--- config.mk ---
export PLATFORM = sky130hd
export DESIGN_NAME = sadc_top
export DESIGN_NICKNAME = d
export VERILOG_FILES = /design/src/rtl/sadc_pkg.sv /design/src/rtl/sadc_top.sv /design/src/rtl/sadc_fifo.sv
export SDC_FILE = /design/constraint.sdc
export NUM_CORES = 1
export LEC_CHECK = 0
export ABC_CLOCK_PERIOD_IN_PS = 8200
export BUFFER_PORTS_ARGS = -buffer_cell sky130_fd_sc_hd__buf_2
export CAP_MARGIN = 25
export CORE_MARGIN = 2
export CORE_UTILIZATION = 56
export DETAILED_ROUTE_END_ITERATION = 7
export PLACE_DENSITY_LB_ADDON = 0.25
export SKIP_CTS_REPAIR_TIMING = 1
export SYNTH_ARGS = -nofsm -noshare
export SYNTH_HDL_FRONTEND = slang
export SYNTH_HIERARCHICAL = 1
export SYNTH_SLANG_ARGS = --single-unit
--- constraint.sdc ---
create_clock -name mclk_i -period 8.2 [get_ports mclk_i]
set_input_delay 0.82 -clock mclk_i [delete_from_list [all_inputs] [get_ports mclk_i]]
set_output_delay 0.82 -clock mclk_i [all_outputs]
set_load 0.05 [all_outputs]
--- src/rtl/sadc_pkg.sv ---
package sadc_pkg;

  // ---------------------------------------------------------------
  // register map
  // ---------------------------------------------------------------
  localparam logic [15:0] RESULT_ADDR     = 16'hFF14;
  localparam logic [15:0] RESULT_ADDR_HI  = 16'hFF15;
  localparam logic [15:0] MODE_ADDR       = 16'hFF80;
  localparam logic [15:0] SEL_ADDR        = 16'hFF84;

  localparam logic [15:0] RESULT_RESET    = 16'h0000;
  localparam logic [7:0]  MODE_RESET      = 8'h00;
  localparam logic [2:0]  SEL_RESET       = 3'h0;

  // ---------------------------------------------------------------
  // fields
  // ---------------------------------------------------------------
  localparam int          ENABLE_BIT      = 7;
  localparam int          TSEL_LSB        = 3;
  localparam int          TSEL_MSB        = 5;
  localparam logic [7:0]  MODE_WR_MASK    = 8'hB8;
  localparam int          SEL_MSB         = 2;
  localparam int          RES_BITS        = 10;
  localparam int          RES_LSB         = 6;
  localparam logic [9:0]  SAR_FIRST_TRIAL = 10'h200;
  localparam logic [3:0]  SAR_TOP_BIT     = 4'h9;

  // ---------------------------------------------------------------
  // timing, in main-clock periods
  // ---------------------------------------------------------------
  localparam logic [7:0]  CONV_CLK_000    = 8'd144;
  localparam logic [7:0]  CONV_CLK_001    = 8'd120;
  localparam logic [7:0]  CONV_CLK_010    = 8'd96;
  localparam logic [7:0]  CONV_CLK_100    = 8'd72;
  localparam logic [7:0]  CONV_CLK_101    = 8'd60;
  localparam logic [7:0]  CONV_CLK_110    = 8'd48;
  // one conversion = 2 sample slices + 10 bit slices
  localparam logic [7:0]  SLICES          = 8'd12;
  localparam logic [3:0]  SAMPLE_SLICES   = 4'd2;

  // ---------------------------------------------------------------
  // result buffer
  // ---------------------------------------------------------------
  localparam int          FIFO_WIDTH      = 16;
  localparam int          FIFO_DEPTH      = 16;

  typedef enum logic [1:0] {
    SADC_IDLE    = 2'b00,
    SADC_SAMPLE  = 2'b01,
    SADC_CONVERT = 2'b11
  } sadc_state_e;

  // prohibited codes fall back to the slowest setting
  function automatic logic [7:0] sadc_conv_clocks(input logic [2:0] code);
    unique case (code)
      3'b001:  sadc_conv_clocks = CONV_CLK_001;
      3'b010:  sadc_conv_clocks = CONV_CLK_010;
      3'b100:  sadc_conv_clocks = CONV_CLK_100;
      3'b101:  sadc_conv_clocks = CONV_CLK_101;
      3'b110:  sadc_conv_clocks = CONV_CLK_110;
      default: sadc_conv_clocks = CONV_CLK_000;
    endcase
  endfunction

  function automatic logic [3:0] sadc_slice_len(input logic [2:0] code);
    logic [7:0] q;
    q = sadc_conv_clocks(code) / SLICES;
    sadc_slice_len = q[3:0];
  endfunction

endpackage

--- src/rtl/sadc_top.sv ---
// Contract
// [RQ1] eight channels, one converted, 10-bit value
// [RQ2] conversions start only by software register write
// [RQ3] enabled: back-to-back conversions, interrupt each
// [RQ4] resolve MSB first, transfer after LSB
// [RQ5] 16-bit result, left aligned, low six zero
// [RQ6] every completion reloads the result register
// [RQ7] reset clears the result register
// [RQ8] result read-only, read as one 16-bit word
// [RQ9] input held frozen during bit decisions
// [RQ10] mode bit 7 enables or disables conversion
// [RQ11] time code sets 144..48 clocks, two prohibited
// [RQ12] mode register resets zero, bits 6,2..0 zero
// [RQ13] software avoids fast codes at 10 MHz
// [RQ14] software discards first result after enabling
// [RQ15] result may be invalid after disable race
// [RQ16] select register picks channel, resets to zero
// [RQ17] select bits 2..0 binary channel, rest zero
// [RQ18] control write aborts, restarts if still enabled
// [RQ19] write beats completion: no load, no interrupt
// [RQ20] ten comparison steps, bit 9 down to 0
// [RQ21] clock counter from time code paces phases
// [RQ22] interrupt is one-cycle pulse with result load
`timescale 1ns/10ps
module sadc_top (
  // clock and reset
  input  wire logic        mclk_i,
  input  wire logic        rst_i,
  // cpu register port
  input  wire logic [15:0] addr_i,
  input  wire logic        wr_en_i,
  input  wire logic [7:0]  wdata_i,
  input  wire logic        rd_en_i,
  output logic      [15:0] rdata_o,
  // analog front end
  output logic      [2:0]  analog_input_channels_o,
  output logic             sample_o,
  output logic             hold_o,
  output logic      [9:0]  tap_code_o,
  input  wire logic        cmp_i,
  // events
  output logic             conversion_done_irq_o,
  // result stream
  output logic             result_valid_o,
  output logic      [15:0] result_data_o,
  input  wire logic        result_ready_i
);

  typedef struct packed {
    logic [7:0]         mode;
    logic [2:0]         sel;
    logic [15:0]        result;
    sadc_pkg::sadc_state_e st;
    logic [4:0]         cnt;
    logic [3:0]         bit_idx;
    logic [9:0]         approximation_register;
    logic               irq;
    logic [15:0]        rdata;
    logic               sample;
    logic               hold;
  } sadc_top_s;

  sadc_top_s q;
  sadc_top_s next_q;
  logic      push;
  logic      fifo_in_ready;
  logic      wr_mode;
  logic      wr_sel;

  assign wr_mode = wr_en_i && (addr_i == sadc_pkg::MODE_ADDR);
  assign wr_sel  = wr_en_i && (addr_i == sadc_pkg::SEL_ADDR);

  // ---------------------------------------------------------------
  // sequencer and registers
  // ---------------------------------------------------------------
  always_comb begin
    logic [9:0] dec;
    logic [2:0] code;
    logic [3:0] slice;
    dec    = q.approximation_register;
    next_q = q;
    push   = 1'b0;
    code   = q.mode[sadc_pkg::TSEL_MSB:sadc_pkg::TSEL_LSB];
    slice  = sadc_pkg::sadc_slice_len(code); // see [RQ11]
    next_q.irq = 1'b0;

    unique case (q.st)
      sadc_pkg::SADC_IDLE: begin
        next_q.st = sadc_pkg::SADC_IDLE; // see [RQ2]
      end
      sadc_pkg::SADC_SAMPLE: begin
        if (q.cnt == 5'h00) begin
          next_q.st      = sadc_pkg::SADC_CONVERT; // see [RQ9]
          next_q.cnt     = 5'({1'b0, slice} - 5'h01); // see [RQ21]
          next_q.bit_idx = sadc_pkg::SAR_TOP_BIT; // see [RQ4]
          next_q.approximation_register     = sadc_pkg::SAR_FIRST_TRIAL;
        end else begin
          next_q.cnt = 5'(q.cnt - 5'h01);
        end
      end
      sadc_pkg::SADC_CONVERT: begin
        if (q.cnt != 5'h00) begin
          next_q.cnt = 5'(q.cnt - 5'h01);
        end else begin
          if (!cmp_i) begin
            dec[q.bit_idx] = 1'b0; // see [RQ20]
          end
          if (q.bit_idx == 4'h0) begin
            // full result buffer holds the last decision until room appears
            if (fifo_in_ready) begin
              next_q.result = {dec, 6'h00}; // see [RQ5] see [RQ6]
              next_q.irq    = 1'b1; // see [RQ22]
              push          = 1'b1;
              next_q.approximation_register    = dec;
              next_q.st     = sadc_pkg::SADC_SAMPLE; // see [RQ3]
              next_q.cnt    = 5'({1'b0, slice} * {1'b0, sadc_pkg::SAMPLE_SLICES} - 5'h01);
            end
          end else begin
            dec[4'(q.bit_idx - 4'h1)] = 1'b1; // see [RQ4]
            next_q.approximation_register     = dec;
            next_q.bit_idx = 4'(q.bit_idx - 4'h1);
            next_q.cnt     = 5'({1'b0, slice} - 5'h01);
          end
        end
      end
      default: begin
        next_q.st = sadc_pkg::SADC_IDLE;
      end
    endcase

    // control writes win over a completion in the same cycle
    if (wr_mode || wr_sel) begin
      if (wr_mode) begin
        next_q.mode = wdata_i & sadc_pkg::MODE_WR_MASK; // see [RQ12]
      end
      if (wr_sel) begin
        next_q.sel = wdata_i[sadc_pkg::SEL_MSB:0]; // see [RQ17]
      end
      next_q.irq     = 1'b0; // see [RQ19]
      next_q.result  = q.result;
      push           = 1'b0;
      next_q.approximation_register     = 10'h000;
      next_q.bit_idx = 4'h0;
      code  = next_q.mode[sadc_pkg::TSEL_MSB:sadc_pkg::TSEL_LSB];
      slice = sadc_pkg::sadc_slice_len(code);
      // two sample slices of the slowest code need five counter bits
      next_q.cnt = 5'({1'b0, slice} * {1'b0, sadc_pkg::SAMPLE_SLICES} - 5'h01);
      if (next_q.mode[sadc_pkg::ENABLE_BIT]) begin
        next_q.st = sadc_pkg::SADC_SAMPLE; // see [RQ18] see [RQ10]
      end else begin
        next_q.st = sadc_pkg::SADC_IDLE; // see [RQ10]
      end
    end

    next_q.sample = (next_q.st == sadc_pkg::SADC_SAMPLE);
    next_q.hold   = (next_q.st == sadc_pkg::SADC_CONVERT); // see [RQ9]

    // read returns the value held before any same-cycle update
    if (rd_en_i) begin
      unique case (addr_i)
        sadc_pkg::RESULT_ADDR: next_q.rdata = q.result; // see [RQ8]
        sadc_pkg::MODE_ADDR:   next_q.rdata = {8'h00, q.mode};
        sadc_pkg::SEL_ADDR:    next_q.rdata = {13'h0000, q.sel}; // see [RQ16]
        default:               next_q.rdata = 16'h0000;
      endcase
    end
  end

  always_ff @(posedge mclk_i or posedge rst_i) begin
    if (rst_i) begin
      q        <= '0;
      q.mode   <= sadc_pkg::MODE_RESET;
      q.sel    <= sadc_pkg::SEL_RESET;
      q.result <= sadc_pkg::RESULT_RESET; // see [RQ7]
      q.st     <= sadc_pkg::SADC_IDLE;
    end else begin
      q <= next_q;
    end
  end

  // ---------------------------------------------------------------
  // result buffer
  // ---------------------------------------------------------------
  sadc_fifo #(
    .WIDTH (sadc_pkg::FIFO_WIDTH),
    .DEPTH (sadc_pkg::FIFO_DEPTH)
  ) u_fifo (
    .mclk_i      (mclk_i),
    .rst_i       (rst_i),
    .in_valid_i  (push),
    .in_data_i   (next_q.result),
    .in_ready_o  (fifo_in_ready),
    .out_valid_o (result_valid_o),
    .out_data_o  (result_data_o),
    .out_ready_i (result_ready_i)
  );

  assign rdata_o                 = q.rdata;
  assign analog_input_channels_o = q.sel; // see [RQ1]
  assign sample_o                = q.sample;
  assign hold_o                  = q.hold;
  assign tap_code_o              = q.approximation_register;
  assign conversion_done_irq_o   = q.irq;
endmodule // sadc_top

--- src/rtl/sadc_fifo.sv ---
`timescale 1ns/10ps
module sadc_fifo #(
  parameter int WIDTH = 16,
  parameter int DEPTH = 16
) (
  // clock and reset
  input  wire logic             mclk_i,
  input  wire logic             rst_i,
  // fill side
  input  wire logic             in_valid_i,
  input  wire logic [WIDTH-1:0] in_data_i,
  output logic                  in_ready_o,
  // drain side
  output logic                  out_valid_o,
  output logic [WIDTH-1:0]      out_data_o,
  input  wire logic             out_ready_i
);

  localparam int PW = $clog2(DEPTH);

  typedef struct packed {
    logic [DEPTH-1:0][WIDTH-1:0] mem;
    logic [PW-1:0]               wr;
    logic [PW-1:0]               rd;
    logic [PW:0]                 count;
    logic                        in_rdy;
    logic                        ov;
    logic [WIDTH-1:0]            od;
  } sadc_fifo_s;

  sadc_fifo_s q;
  sadc_fifo_s next_q;

  // ---------------------------------------------------------------
  // next state
  // ---------------------------------------------------------------
  always_comb begin
    logic do_in;
    logic do_load;
    do_in   = 1'b0;
    do_load = 1'b0;
    next_q  = q;
    do_in   = in_valid_i && q.in_rdy;
    do_load = (q.count != '0) && (!q.ov || out_ready_i);
    if (q.ov && out_ready_i) begin
      next_q.ov = 1'b0;
    end
    if (do_load) begin
      next_q.od = q.mem[q.rd];
      next_q.ov = 1'b1;
      next_q.rd = PW'(q.rd + 1'b1);
    end
    if (do_in) begin
      next_q.mem[q.wr] = in_data_i;
      next_q.wr        = PW'(q.wr + 1'b1);
    end
    next_q.count  = (PW+1)'(q.count + {PW'(0), do_in} - {PW'(0), do_load});
    // registered ready: full storage stalls the source next cycle
    next_q.in_rdy = next_q.count < (PW+1)'(DEPTH);
  end

  always_ff @(posedge mclk_i or posedge rst_i) begin
    if (rst_i) begin
      q        <= '0;
      q.in_rdy <= 1'b1;
    end else begin
      q <= next_q;
    end
  end

  assign in_ready_o  = q.in_rdy;
  assign out_valid_o = q.ov;
  assign out_data_o  = q.od;

endmodule // sadc_fifo

==> results of run 1 <==
cell usage in the layout, fill, tap and decap left out, types with 10 or more instances in the layout:
| cell type | instances |
|---|---|
| o211ai_1 | 12 |
| nor3_1 | 15 |
| o21ai_0 | 48 |
| ha_1 | 26 |
| mux4_2 | 16 |
| mux2i_1 | 101 |
| nor2_1 | 42 |
| a22oi_1 | 56 |
| and2_1 | 10 |
| nand2_2 | 18 |
| nand2b_1 | 15 |
| xnor2_1 | 13 |
| a21oi_1 | 30 |
| a32oi_1 | 16 |
| buf_4 | 24 |
| inv_1 | 38 |
| nand3_1 | 25 |
| mux2_2 | 265 |
| buf_2 | 77 |
| dfrtp_1 | 348 |
| clkbuf_16 | 39 |
| nand2_1 | 55 |
per-layer routing:
metal,vias up,part of all wire (%),track usage [%],wire [um]
li1,4999,-,-,-
met1,5682,46,34.5,17900
met2,227,49,40.9,19100
met3,65,3.7,3.55,1440
met4,0,2.2,6.54,880
met5,-,0,0,0
sequential cells by signal, summed over array words and instances, names as in the netlist, 3 cells and up:
| signal | flops |
|---|---|
| u_fifo/q | 269 |
| tap_code_o | 10 |
| u_fifo/out_data_o | 16 |
| analog_input_channels_o | 3 |
| q | 31 |
| rdata_o | 16 |
path summary, 6_finish.rpt:
kind | end | startpoint | slack (ps) | cells after the start
worst min-delay path | u_fifo/q[165] | u_fifo/q[165] | 500 | 1
max in group asynchronous | u_fifo/q[54] | rst_i | 6180 | 4
worst max-delay path | q[36] | wr_en_i | 2820 | 24
min in group asynchronous | conversion_done_irq_o | rst_i | 550 | 3
worst max register to register | q[36] | q[63] | 3660 | 20
worst min register to register | u_fifo/q[165] | u_fifo/q[165] | 500 | 1
power groups by stage:
stage	logic, uW	registers (uW)	clock network, uW
6_report	1540	2000	1680
5_1_grt	1660	2020	1790
4_1_cts	1540	2000	1720
3_5_place_dp	1530	2030	0
3_3_place_gp	1510	2030	0
2_1_floorplan	1250	1960	0
kinds of logic (layout without fill, tap and decap cells):
group                    Yosys count  after routing  synth area share, %
multiplexers                     384            384                 25.4
flip-flops                       350            350                 50.7
AND/OR/NAND/NOR                  230            230                 7.22
AO/OA/AOI/OAI                    204            204                 8.12
buffers and inverters            172            207                 5.73
adder cells (fa/ha/maj)           27             27                 2.00
XOR/XNOR                          17             17                0.862
other                              0              1                    0
metrics by stage:
step / hold WS [ps] / area (sq um) / power [uW] / util, % / std cells
3_5_place_dp: 488 / 17600 / 3560 / 57.6 / 1752
5_1_grt: 510 / 18800 / 5480 / 61.6 / 1815
2_1_floorplan: 458 / 17300 / 3210 / - / 1384
3_3_place_gp: 472 / 17600 / 3540 / 57.5 / 1751
6_report: 501 / 18800 / 5230 / 61.6 / 1816
4_1_cts: 502 / 18800 / 5260 / 61.6 / 1815
area by class of cell:
type                    instances  area (sq um)
diodes                          1          2.50
clock buffers                  51          1090
clock inverters                12           143
fillers                      2392         11700
inverters                      41           158
multi-input cells             862          7550
flip-flops and latches        350          8760
well taps                     396           495
repair buffers                103           597
critical path: cells and delay by family:
family | cells | cell delay [ps]
multiplexers | 4 | 1040
XOR/XNOR | 1 | 130
AO/OA/AOI/OAI | 5 | 610
AND/OR/NAND/NOR | 6 | 2000
adder cells (fa/ha/maj) | 4 | 860
buffers and inverters | 4 | 320
==> metrics.md, run 1 <==
| Metric | Value |
|---|---|
| Slew Viols, Final | `0` |
| Vias/cell | `6.04` |
| Mean post-synth cell area | `12.5 sq um` |
| DPL Wire Length | `24100 um` |
| CTS tree | `built` |
| Total iterations of the first detailed-routing run | `5` |
| Number of H-tree levels | `2` |
| HP Class | `flop to flop` |
| Wirelength per Cell | `21.7 um` |
| CTS sink count | `350` |
| Critical Path Fanout Max | `9` |
| TritonCTS buffer count | `38` |
| Flop pwr share | `38.3%` |
| Grt ovf | `0` |
| Worst-Margin Slew | `1050 ps` |
| Die ar. | `32300 sq um` |
| Total track usage | `24.7%` |
| Die width | `180 um` |
| Fin Setup TNS | `0 ps` |
| Max-Cap Viols | `0` |
| RSZ-0062 raised after global routing | `no` |
| Layout cells sized above 1 | `34.8%` |
| Crit path cell chain | `buf_2 -> nor2b_1 -> nand2_2 -> mux2_2 -> inv_1 -> ha_1 -> and3_1 -> a21oi_1 -> o22ai_1 -> ha_1 -> nor3_1 -> a2111o_1 -> nor3b_1 -> mux2i_1 -> inv_1 -> ha_1 -> inv_1 -> o31ai_1 -> or3_1 -> mux2_4 -> a21oi_2 -> ha_1 -> xor2_1 -> mux2i_1` |
| # nets final | `1453` |
| Pint | `3380 uW` |
| Synth Flop Type | `dfrtp_1` |
| Pwr/cell area | `278 nW/um^2` |
| Synth Warn # | `6` |
| Clock buffer depth | `3` |
| # setup viols final | `0` |
| Clock-pin transition on the worst setup and hold timing paths | `60 ps` |
| Net Sw Frac | `35.3%` |
| WP data arrival | `5790 ps` |
| Number of flops mapped to enable cells by yosys | `0` |
| DRC violation count after routing | `0` |
| # IOs | `79` |
| Final period util | `65.6%` |
| Post-route ant nets | `0` |
| I/O Buffers | `77` |
| Synth cell count leaders | `349 x dfrtp_1, 265 x mux2_2, 101 x mux2i_1` |
| Final worst slack | `2820 ps` |
| # rows | `64` |
| Clock skew | `11.5 ps` |
| Vias in the first global route | `11200` |
| Initial DRC count | `746` |
| Slew headroom | `30.3%` |
| P_leak | `0.00936 uW` |
| Crit-path slowest cell | `nor2b_1` |
| WP data required | `8610 ps` |
| Final Hold Vio Count | `0` |
| Most frequent cell after synthesis | `dfrtp_1` |
| CP Capture Type | `flop` |
| Routability Congestion | `0.880` |
| Initial antenna violation count | `0` |
| Top cells by area, synth | `dfrtp_1 51%, mux2_2 17%, mux2i_1 5.9%` |
| Largest net degree at the start of global routing | `165` |
| Core Area | `30500 sq um` |
| Die Height | `180 um` |
| Status | `finished, final reports clean` |
| Crit-path max cell delay | `620 ps` |
| Area Growth Syn to Fin | `8.80%` |
| Switch Pwr | `1850 uW` |
| Vias | `11000` |
| Fin crit period | `5380 ps` |
| CP dominant cell by count | `ha_1` |
| Max Freq | `0.186 GHz` |
| Critical path class | `input port to flop` |
| Post-synth top area share | `50.5%` |
| CTS root buf | `clkbuf_16` |
| Post-Syn Area | `17300 sq um` |
| Gate Count Post-Synth | `1384` |
| Place WS | `2300 ps` |
| Yosys reg bits | `350` |
| Starting Density | `56.6%` |
| Synth area leader | `dfrtp_1` |
| Sequential area share after synthesis | `50.7%` |
| Net count after synthesis | `1441` |
| Wirelength, routed | `39300 um` |
| First-pass GRT wire length | `63400 um` |
| Startpoint types | `input port` |
| Clock Power Share | `32.2%` |
| Post-synth ARST share | `100%` |
| Comb power frac | `29.5%` |
| Worst ir drop on vdd | `0.226 mV` |
| Worst-Skew Late Latency | `530 ps` |
| Synth unique cells | `77` |
No activity file was read; power rests on OpenSTA's default activity.
==> run 2: changes to the inputs <==
- ABC_CLOCK_PERIOD_IN_PS: 8200 -> 5300
- CORE_UTILIZATION: 56 -> 60
- clock period: 8.2 -> 5.3 ns (I/O delays scaled with it)
==> run 2 against run 1 <==
Effect of this change:
- cell count shrank 0.28%
- flip-flop and latch count is the same
- sequential share of layout area is essentially flat
- core utilization grew 4.3 points
- non-clock buffer count grew 7
- clock skew is essentially flat
- first-iteration DRC count grew 4.8%
- worst hold slack lost 430 ps
- routed wire length grew 2.9%
- final area is essentially flat
- worst setup slack lost 2200 ps
==> metrics.md, run 2 (synthesized netlist as in run 1, its figures left out) <==
| Metric | Value |
|---|---|
| Status | `finished, final reports clean` |
| # rows | `62` |
| RSZ-0062 raised after global routing | `no` |
| # IOs | `79` |
| Fin crit period | `4630 ps` |
| P_leak | `0.00938 uW` |
| I/O Buffers | `77` |
| Worst Hold Slack | `74.8 ps` |
| DRC violation count after routing | `0` |
| Most common cell after layout, fill and taps aside | `dfrtp_1` |
| Area Growth Syn to Fin | `8.91%` |
| Die width | `174 um` |
| Register area | `8760 sq um` |
| Fin Setup TNS | `0 ps` |
| Total track usage | `27.0%` |
| Die Height | `174 um` |
| Initial DRC count | `782` |
| Total iterations of the first detailed-routing run | `5` |
| CTS root buf | `clkbuf_16` |
| Vias in the first global route | `11200` |
| Final core occ | `65.9%` |
| Clock buffer depth | `3` |
| Clock skew | `11.5 ps` |
| Post-route ant nets | `0` |
| Max-Cap Viols | `0` |
| Startpoint types | `input port` |
| Max Freq | `0.216 GHz` |
| Final worst slack | `668 ps` |
| Number of H-tree levels | `2` |
| Final Hold Vio Count | `0` |
| Largest regs | `u_fifo/q (269), q (31)` |
| First-pass GRT wire length | `63400 um` |
| Wirelength per Cell | `22.3 um` |
| Crit Reg-Reg Startpoint | `q[64]` |
| WP data required | `5700 ps` |
| TritonCTS buffer count | `37` |
| # setup viols final | `0` |
| Initial antenna violation count | `1` |
| HP Class | `input port to asynchronous set/reset pin` |
| Ant diodes | `0` |
| CTS tree | `built` |
| Critical Path Fanout Max | `7` |
| Layout cells sized above 1 | `35.0%` |
| Area of the multi-input gates | `7570 sq um` |
| WP data arrival | `5030 ps` |
| Critical path class | `input port to flop` |
| Worst ir drop on vdd | `0.216 mV` |
| Pwr/cell area | `426 nW/um^2` |
| CP Capture Type | `flop` |
| Worst-Skew Late Latency | `520 ps` |
| # nets final | `1459` |
| Number of fill cells | `2190` |
| Wirelength, routed | `40500 um` |
| Die ar. | `30200 sq um` |
| Max reg flops | `269` |
| Routability Congestion | `0.884` |
| Core Area | `28500 sq um` |
| Crit. Startpoint | `addr_i[4]` |
| Final Power | `8020 uW` |
| Final period util | `87.4%` |
| Register with the most flip-flops | `u_fifo/q` |
| Slew headroom | `33.1%` |
| Largest net degree at the start of global routing | `88` |
| Starting Density | `60.5%` |
| Place WS | `137 ps` |
| Worst-Margin Slew | `1000 ps` |
| DPL Wire Length | `25100 um` |
| Clock-pin transition on the worst setup and hold timing paths | `70 ps` |
| Vias | `11000` |
| CTS sink count | `350` |
| Most frequent cells in the layout | `348 x dfrtp_1, 265 x mux2_2, 101 x mux2i_1` |
| Slew Viols, Final | `0` |
| Vias/cell | `6.09` |
| Grt ovf | `0` |
## run 2: cell types whose count changed in the layout (fill, tap and decap cells not counted), sizes merged
| cell | before | now |
|---|---|---|
| diode | 1 | 0 |
| buf | 103 | 110 |
| clkbuf | 51 | 56 |
| bufinv | 2 | 0 |
| inv | 42 | 41 |
| clkinv | 7 | 6 |
## run 2: critical path, stage by stage
cell and delay [ps]:
buf_2 110, nor4bb_1 280, and4_4 290, nand2_2 130, mux2_2 280, inv_1 60, ha_1 200, and3_1 160
a21oi_1 110, o22ai_1 100, ha_1 220, nor3_1 240, a2111o_1 190, nor3b_1 290, mux2i_1 260, inv_1 70
ha_1 200, inv_1 60, o31ai_1 90, or3_1 360, mux2_4 280, a21oi_2 130, ha_1 170, xor2_1 130
mux2i_1 80
## run 2: cell type report
type,instances,area share [%]
well taps,384,2.55
clock inverters,8,0.386
repair buffers,110,3.62
flip-flops and latches,350,46.6
clock buffers,56,5.83
multi-input cells,862,40.2
inverters,41,0.838
## run 2: where the power goes
| part | internal [uW] | switching (uW) | leakage [uW] | total (uW) |
|---|---|---|---|---|
| sequential | 2860 | 297 | 0.00479 | 3160 |
| combinational | 840 | 1530 | 0.00401 | 2370 |
| clock | 1440 | 1050 | 0.000573 | 2490 |
## run 2: metal layers
metal | track usage, % | vias to the layer above | share of wire, %
li1 | - | 5009 | -
met1 | 36.9 | 5686 | 44
met2 | 45.2 | 270 | 49
met3 | 4.12 | 60 | 4.8
met4 | 7.95 | 0 | 2.4
met5 | 0 | - | 0
## run 2: per-stage QoR
| stage | std cells | area [sq um] |
|---|---|---|
| detailed placement | 1747 | 17600 |
| floorplan | 1384 | 17300 |
| global placement | 1745 | 17600 |
| finish | 1811 | 18800 |
| CTS | 1811 | 18800 |
| global route | 1811 | 18800 |
## run 2: worst paths after layout
kind | endpoint | slack [ps] | depth (start not counted)
min in group mclk_i | analog_input_channels_o[2] | 240 | 2
max in group asynchronous | u_fifo/q[152] | 3950 | 3
max | q[36] | 670 | 25
max reg2reg | q[36] | 880 | 20
min | u_fifo/q[20] | 70 | 2
min reg2reg | u_fifo/out_data_o[11] | 500 | 2
==> run 3: changes to the inputs <==
- SYNTH_HIERARCHICAL: 1 -> default
==> run 3 against run 2 <==
Effect of this change:
- core utilization increased by 1.3 points
- register-to-register slack improved by 130 ps
- die area decreased by 6.4%
- flip-flop and latch count unchanged
- count of clock-buffer cells in the layout increased by 1
- final area decreased by 4.5%
- critical path type unchanged
==> metrics.md, run 3 <==
| Metric | Value |
|---|---|
| Max reg flops | `269` |
| Status | `finished, final reports clean` |
| Critical Path Fanout Max | `5` |
| Most frequent cells in the layout | `347 x dfrtp_1, 135 x a21oi_1, 134 x nor2_1` |
| Sequential area share after synthesis | `54.2%` |
| Total track usage | `27.2%` |
| Area Growth Syn to Fin | `11.3%` |
| TritonCTS buffer count | `38` |
| Vias/cell | `6.00` |
| Synth area leader | `dfrtp_1` |
| Worst ir drop on vdd | `0.251 mV` |
| Most common cell after layout, fill and taps aside | `dfrtp_1` |
| Number of H-tree levels | `2` |
| Vias | `11000` |
| Clock buffer depth | `3` |
| # rows | `60` |
| Fin crit period | `4920 ps` |
| Worst-Margin Slew | `1130 ps` |
| Synth Warn # | `0` |
| Post-synth ARST share | `100%` |
| Ant diodes | `0` |
| Worst-Skew Late Latency | `540 ps` |
| First-pass GRT wire length | `60200 um` |
| Register with the most flip-flops | `u_fifo.q` |
| Total iterations of the first detailed-routing run | `7` |
| CP Capture Type | `flop` |
| Routability Congestion | `0.915` |
| Die ar. | `28200 sq um` |
| Mean post-synth cell area | `11.3 sq um` |
| Clock-pin transition on the worst setup and hold timing paths | `50 ps` |
| I/O Buffers | `77` |
| Max Freq | `0.203 GHz` |
| P_leak | `0.00862 uW` |
| Largest regs | `u_fifo.q (269), q (31)` |
| Final period util | `92.8%` |
| Initial antenna violation count | `0` |
| Critical path class | `input port to flop` |
| Net count after synthesis | `1488` |
| HP Class | `input port to flop` |
| Wirelength, routed | `37400 um` |
| DPL Wire Length | `23500 um` |
| Top cells by area, synth | `dfrtp_1 54%, mux4_2 11%, a21oi_1 4.2%` |
| Register area | `8760 sq um` |
| WP data required | `5680 ps` |
| DRC violation count after routing | `0` |
| Startpoint types | `input port` |
| XOR/XNOR share of the synthesized area | `0.976%` |
| Post-synthesis mux area share | `13.3%` |
| Synth unique cells | `74` |
| Most frequent cell after synthesis | `dfrtp_1` |
| Starting Density | `60.4%` |
| Post-synthesis compound-gate area fraction | `10.3%` |
| Place WS | `-80.1 ps` |
| Layout cells sized above 1 | `21.7%` |
| Post-synth top area share | `54.1%` |
| Number of fill cells | `1982` |
| # setup viols final | `0` |
| Vias in the first global route | `11400` |
| # nets final | `1525` |
| Largest family of logic cells by synthesized area | `simple AND/OR/NAND/NOR gates` |
| Post-route ant nets | `0` |
| Post-Syn Area | `16100 sq um` |
| Slew Viols, Final | `0` |
| RSZ-0062 raised after global routing | `no` |
| Final worst slack | `382 ps` |
| Grt ovf | `0` |
| Die Height | `168 um` |
| Fraction of the mapped netlist area in adder cells | `2.14%` |
| Max-Cap Viols | `0` |
| Wirelength per Cell | `20.3 um` |
| Initial DRC count | `856` |
| # IOs | `79` |
| Area of the multi-input gates | `6520 sq um` |
| Number of flops mapped to enable cells by yosys | `0` |
| CTS sink count | `350` |
| Largest net degree at the start of global routing | `194` |
| Slew headroom | `24.5%` |
| CTS root buf | `clkbuf_16` |
| CTS tree | `built` |
| Core Area | `26700 sq um` |
| Die width | `168 um` |
| Pwr/cell area | `348 nW/um^2` |
| Clock skew | `25.2 ps` |
| Gate Count Post-Synth | `1431` |
| Worst Hold Slack | `210 ps` |
| Synth cell count leaders | `349 x dfrtp_1, 144 x nor2_1, 136 x a21oi_1` |
| WP data arrival | `5300 ps` |
| Synth Flop Type | `dfrtp_1` |
| Final Hold Vio Count | `0` |
| Simple-Gate Fraction of Synth Area | `13.5%` |
| Yosys reg bits | `350` |
run 3: cell count changes in the layout (fill, tap and decap cells not counted), sizes merged, moves of 55 or more:
cell	previous run	this run
a21oi	33	136
a22oi	56	1
mux2	267	25
mux2i	101	7
mux4	16	80
nor2	44	145
nor2b	10	68
run 3: power by group:
group          switching (uW)  internal [uW]  total [uW]
clock                    1040           1570        2610
combinational             390            359         748
sequential                177           2720        2900
total                    1610           4650        6260
run 3: final timing paths:
kind / start / end / slack (ps) / depth (start not counted)
worst max-delay path: addr_i[5] / q[36] / 380 / 22
worst min-delay path: result_ready_i / u_fifo.out_valid_o / 210 / 2
worst max register to register: q[62] / q[36] / 1010 / 18
worst min register to register: u_fifo.q[150] / u_fifo.q[150] / 480 / 2
max in group asynchronous: rst_i / u_fifo.q[276] / 4170 / 3
min in group asynchronous: rst_i / u_fifo.q[21] / 280 / 3
run 3: cell families after synthesis:
family,Yosys count
flip-flops,350
multiplexers,112
AO/OA/AOI/OAI,292
XOR/XNOR,18
adder cells (fa/ha/maj),27
AND/OR/NAND/NOR,446
buffers and inverters,186
run 3: per-stage QoR:
step,cell area [sq um],setup TNS [ps],cells,util [%],total power (uW)
3_3_place_gp,16700,0,1769,62.6,3700
5_1_grt,18000,0,1836,67.3,6500
2_1_floorplan,16200,0,1431,-,3500
4_1_cts,18000,0,1836,67.3,6330
6_report,18000,0,1836,67.3,6260
3_5_place_dp,16700,-126,1769,62.6,3710
run 3: layout make-up:
type / count / share of cell area [%]
sequential: 350 / 48.8
timing repair buffer: 130 / 4.50
tap: 341 / 2.37
multi-input combinational: 895 / 36.3
clock inverter: 10 / 0.703
inverter: 53 / 1.13
clock buffer: 57 / 6.25
run 3: metal layers:
layer  up-vias  track usage (%)  share of wire [%]
met5         -                0                  0
met2       329             45.3                 49
met3        78             5.27                5.7
met4         0             9.90                3.2
met1      5590             36.3                 42
li1       5015                -                  -
run 3: critical path, stage by stage:
cell and delay (ps):
buf_2 100, or4b_4 540, or4_4 500, nor2_2 200, nand2_1 90, o21ai_0 110, inv_1 100, ha_1 380
nand2_1 100, nor3_1 50, or4_4 500, or3_4 400, o22ai_1 230, ha_1 280, a41o_1 210, a31oi_1 170
o211ai_1 120, o22a_1 240, nor2_1 100, ha_1 160, xor2_1 130, mux2i_1 70
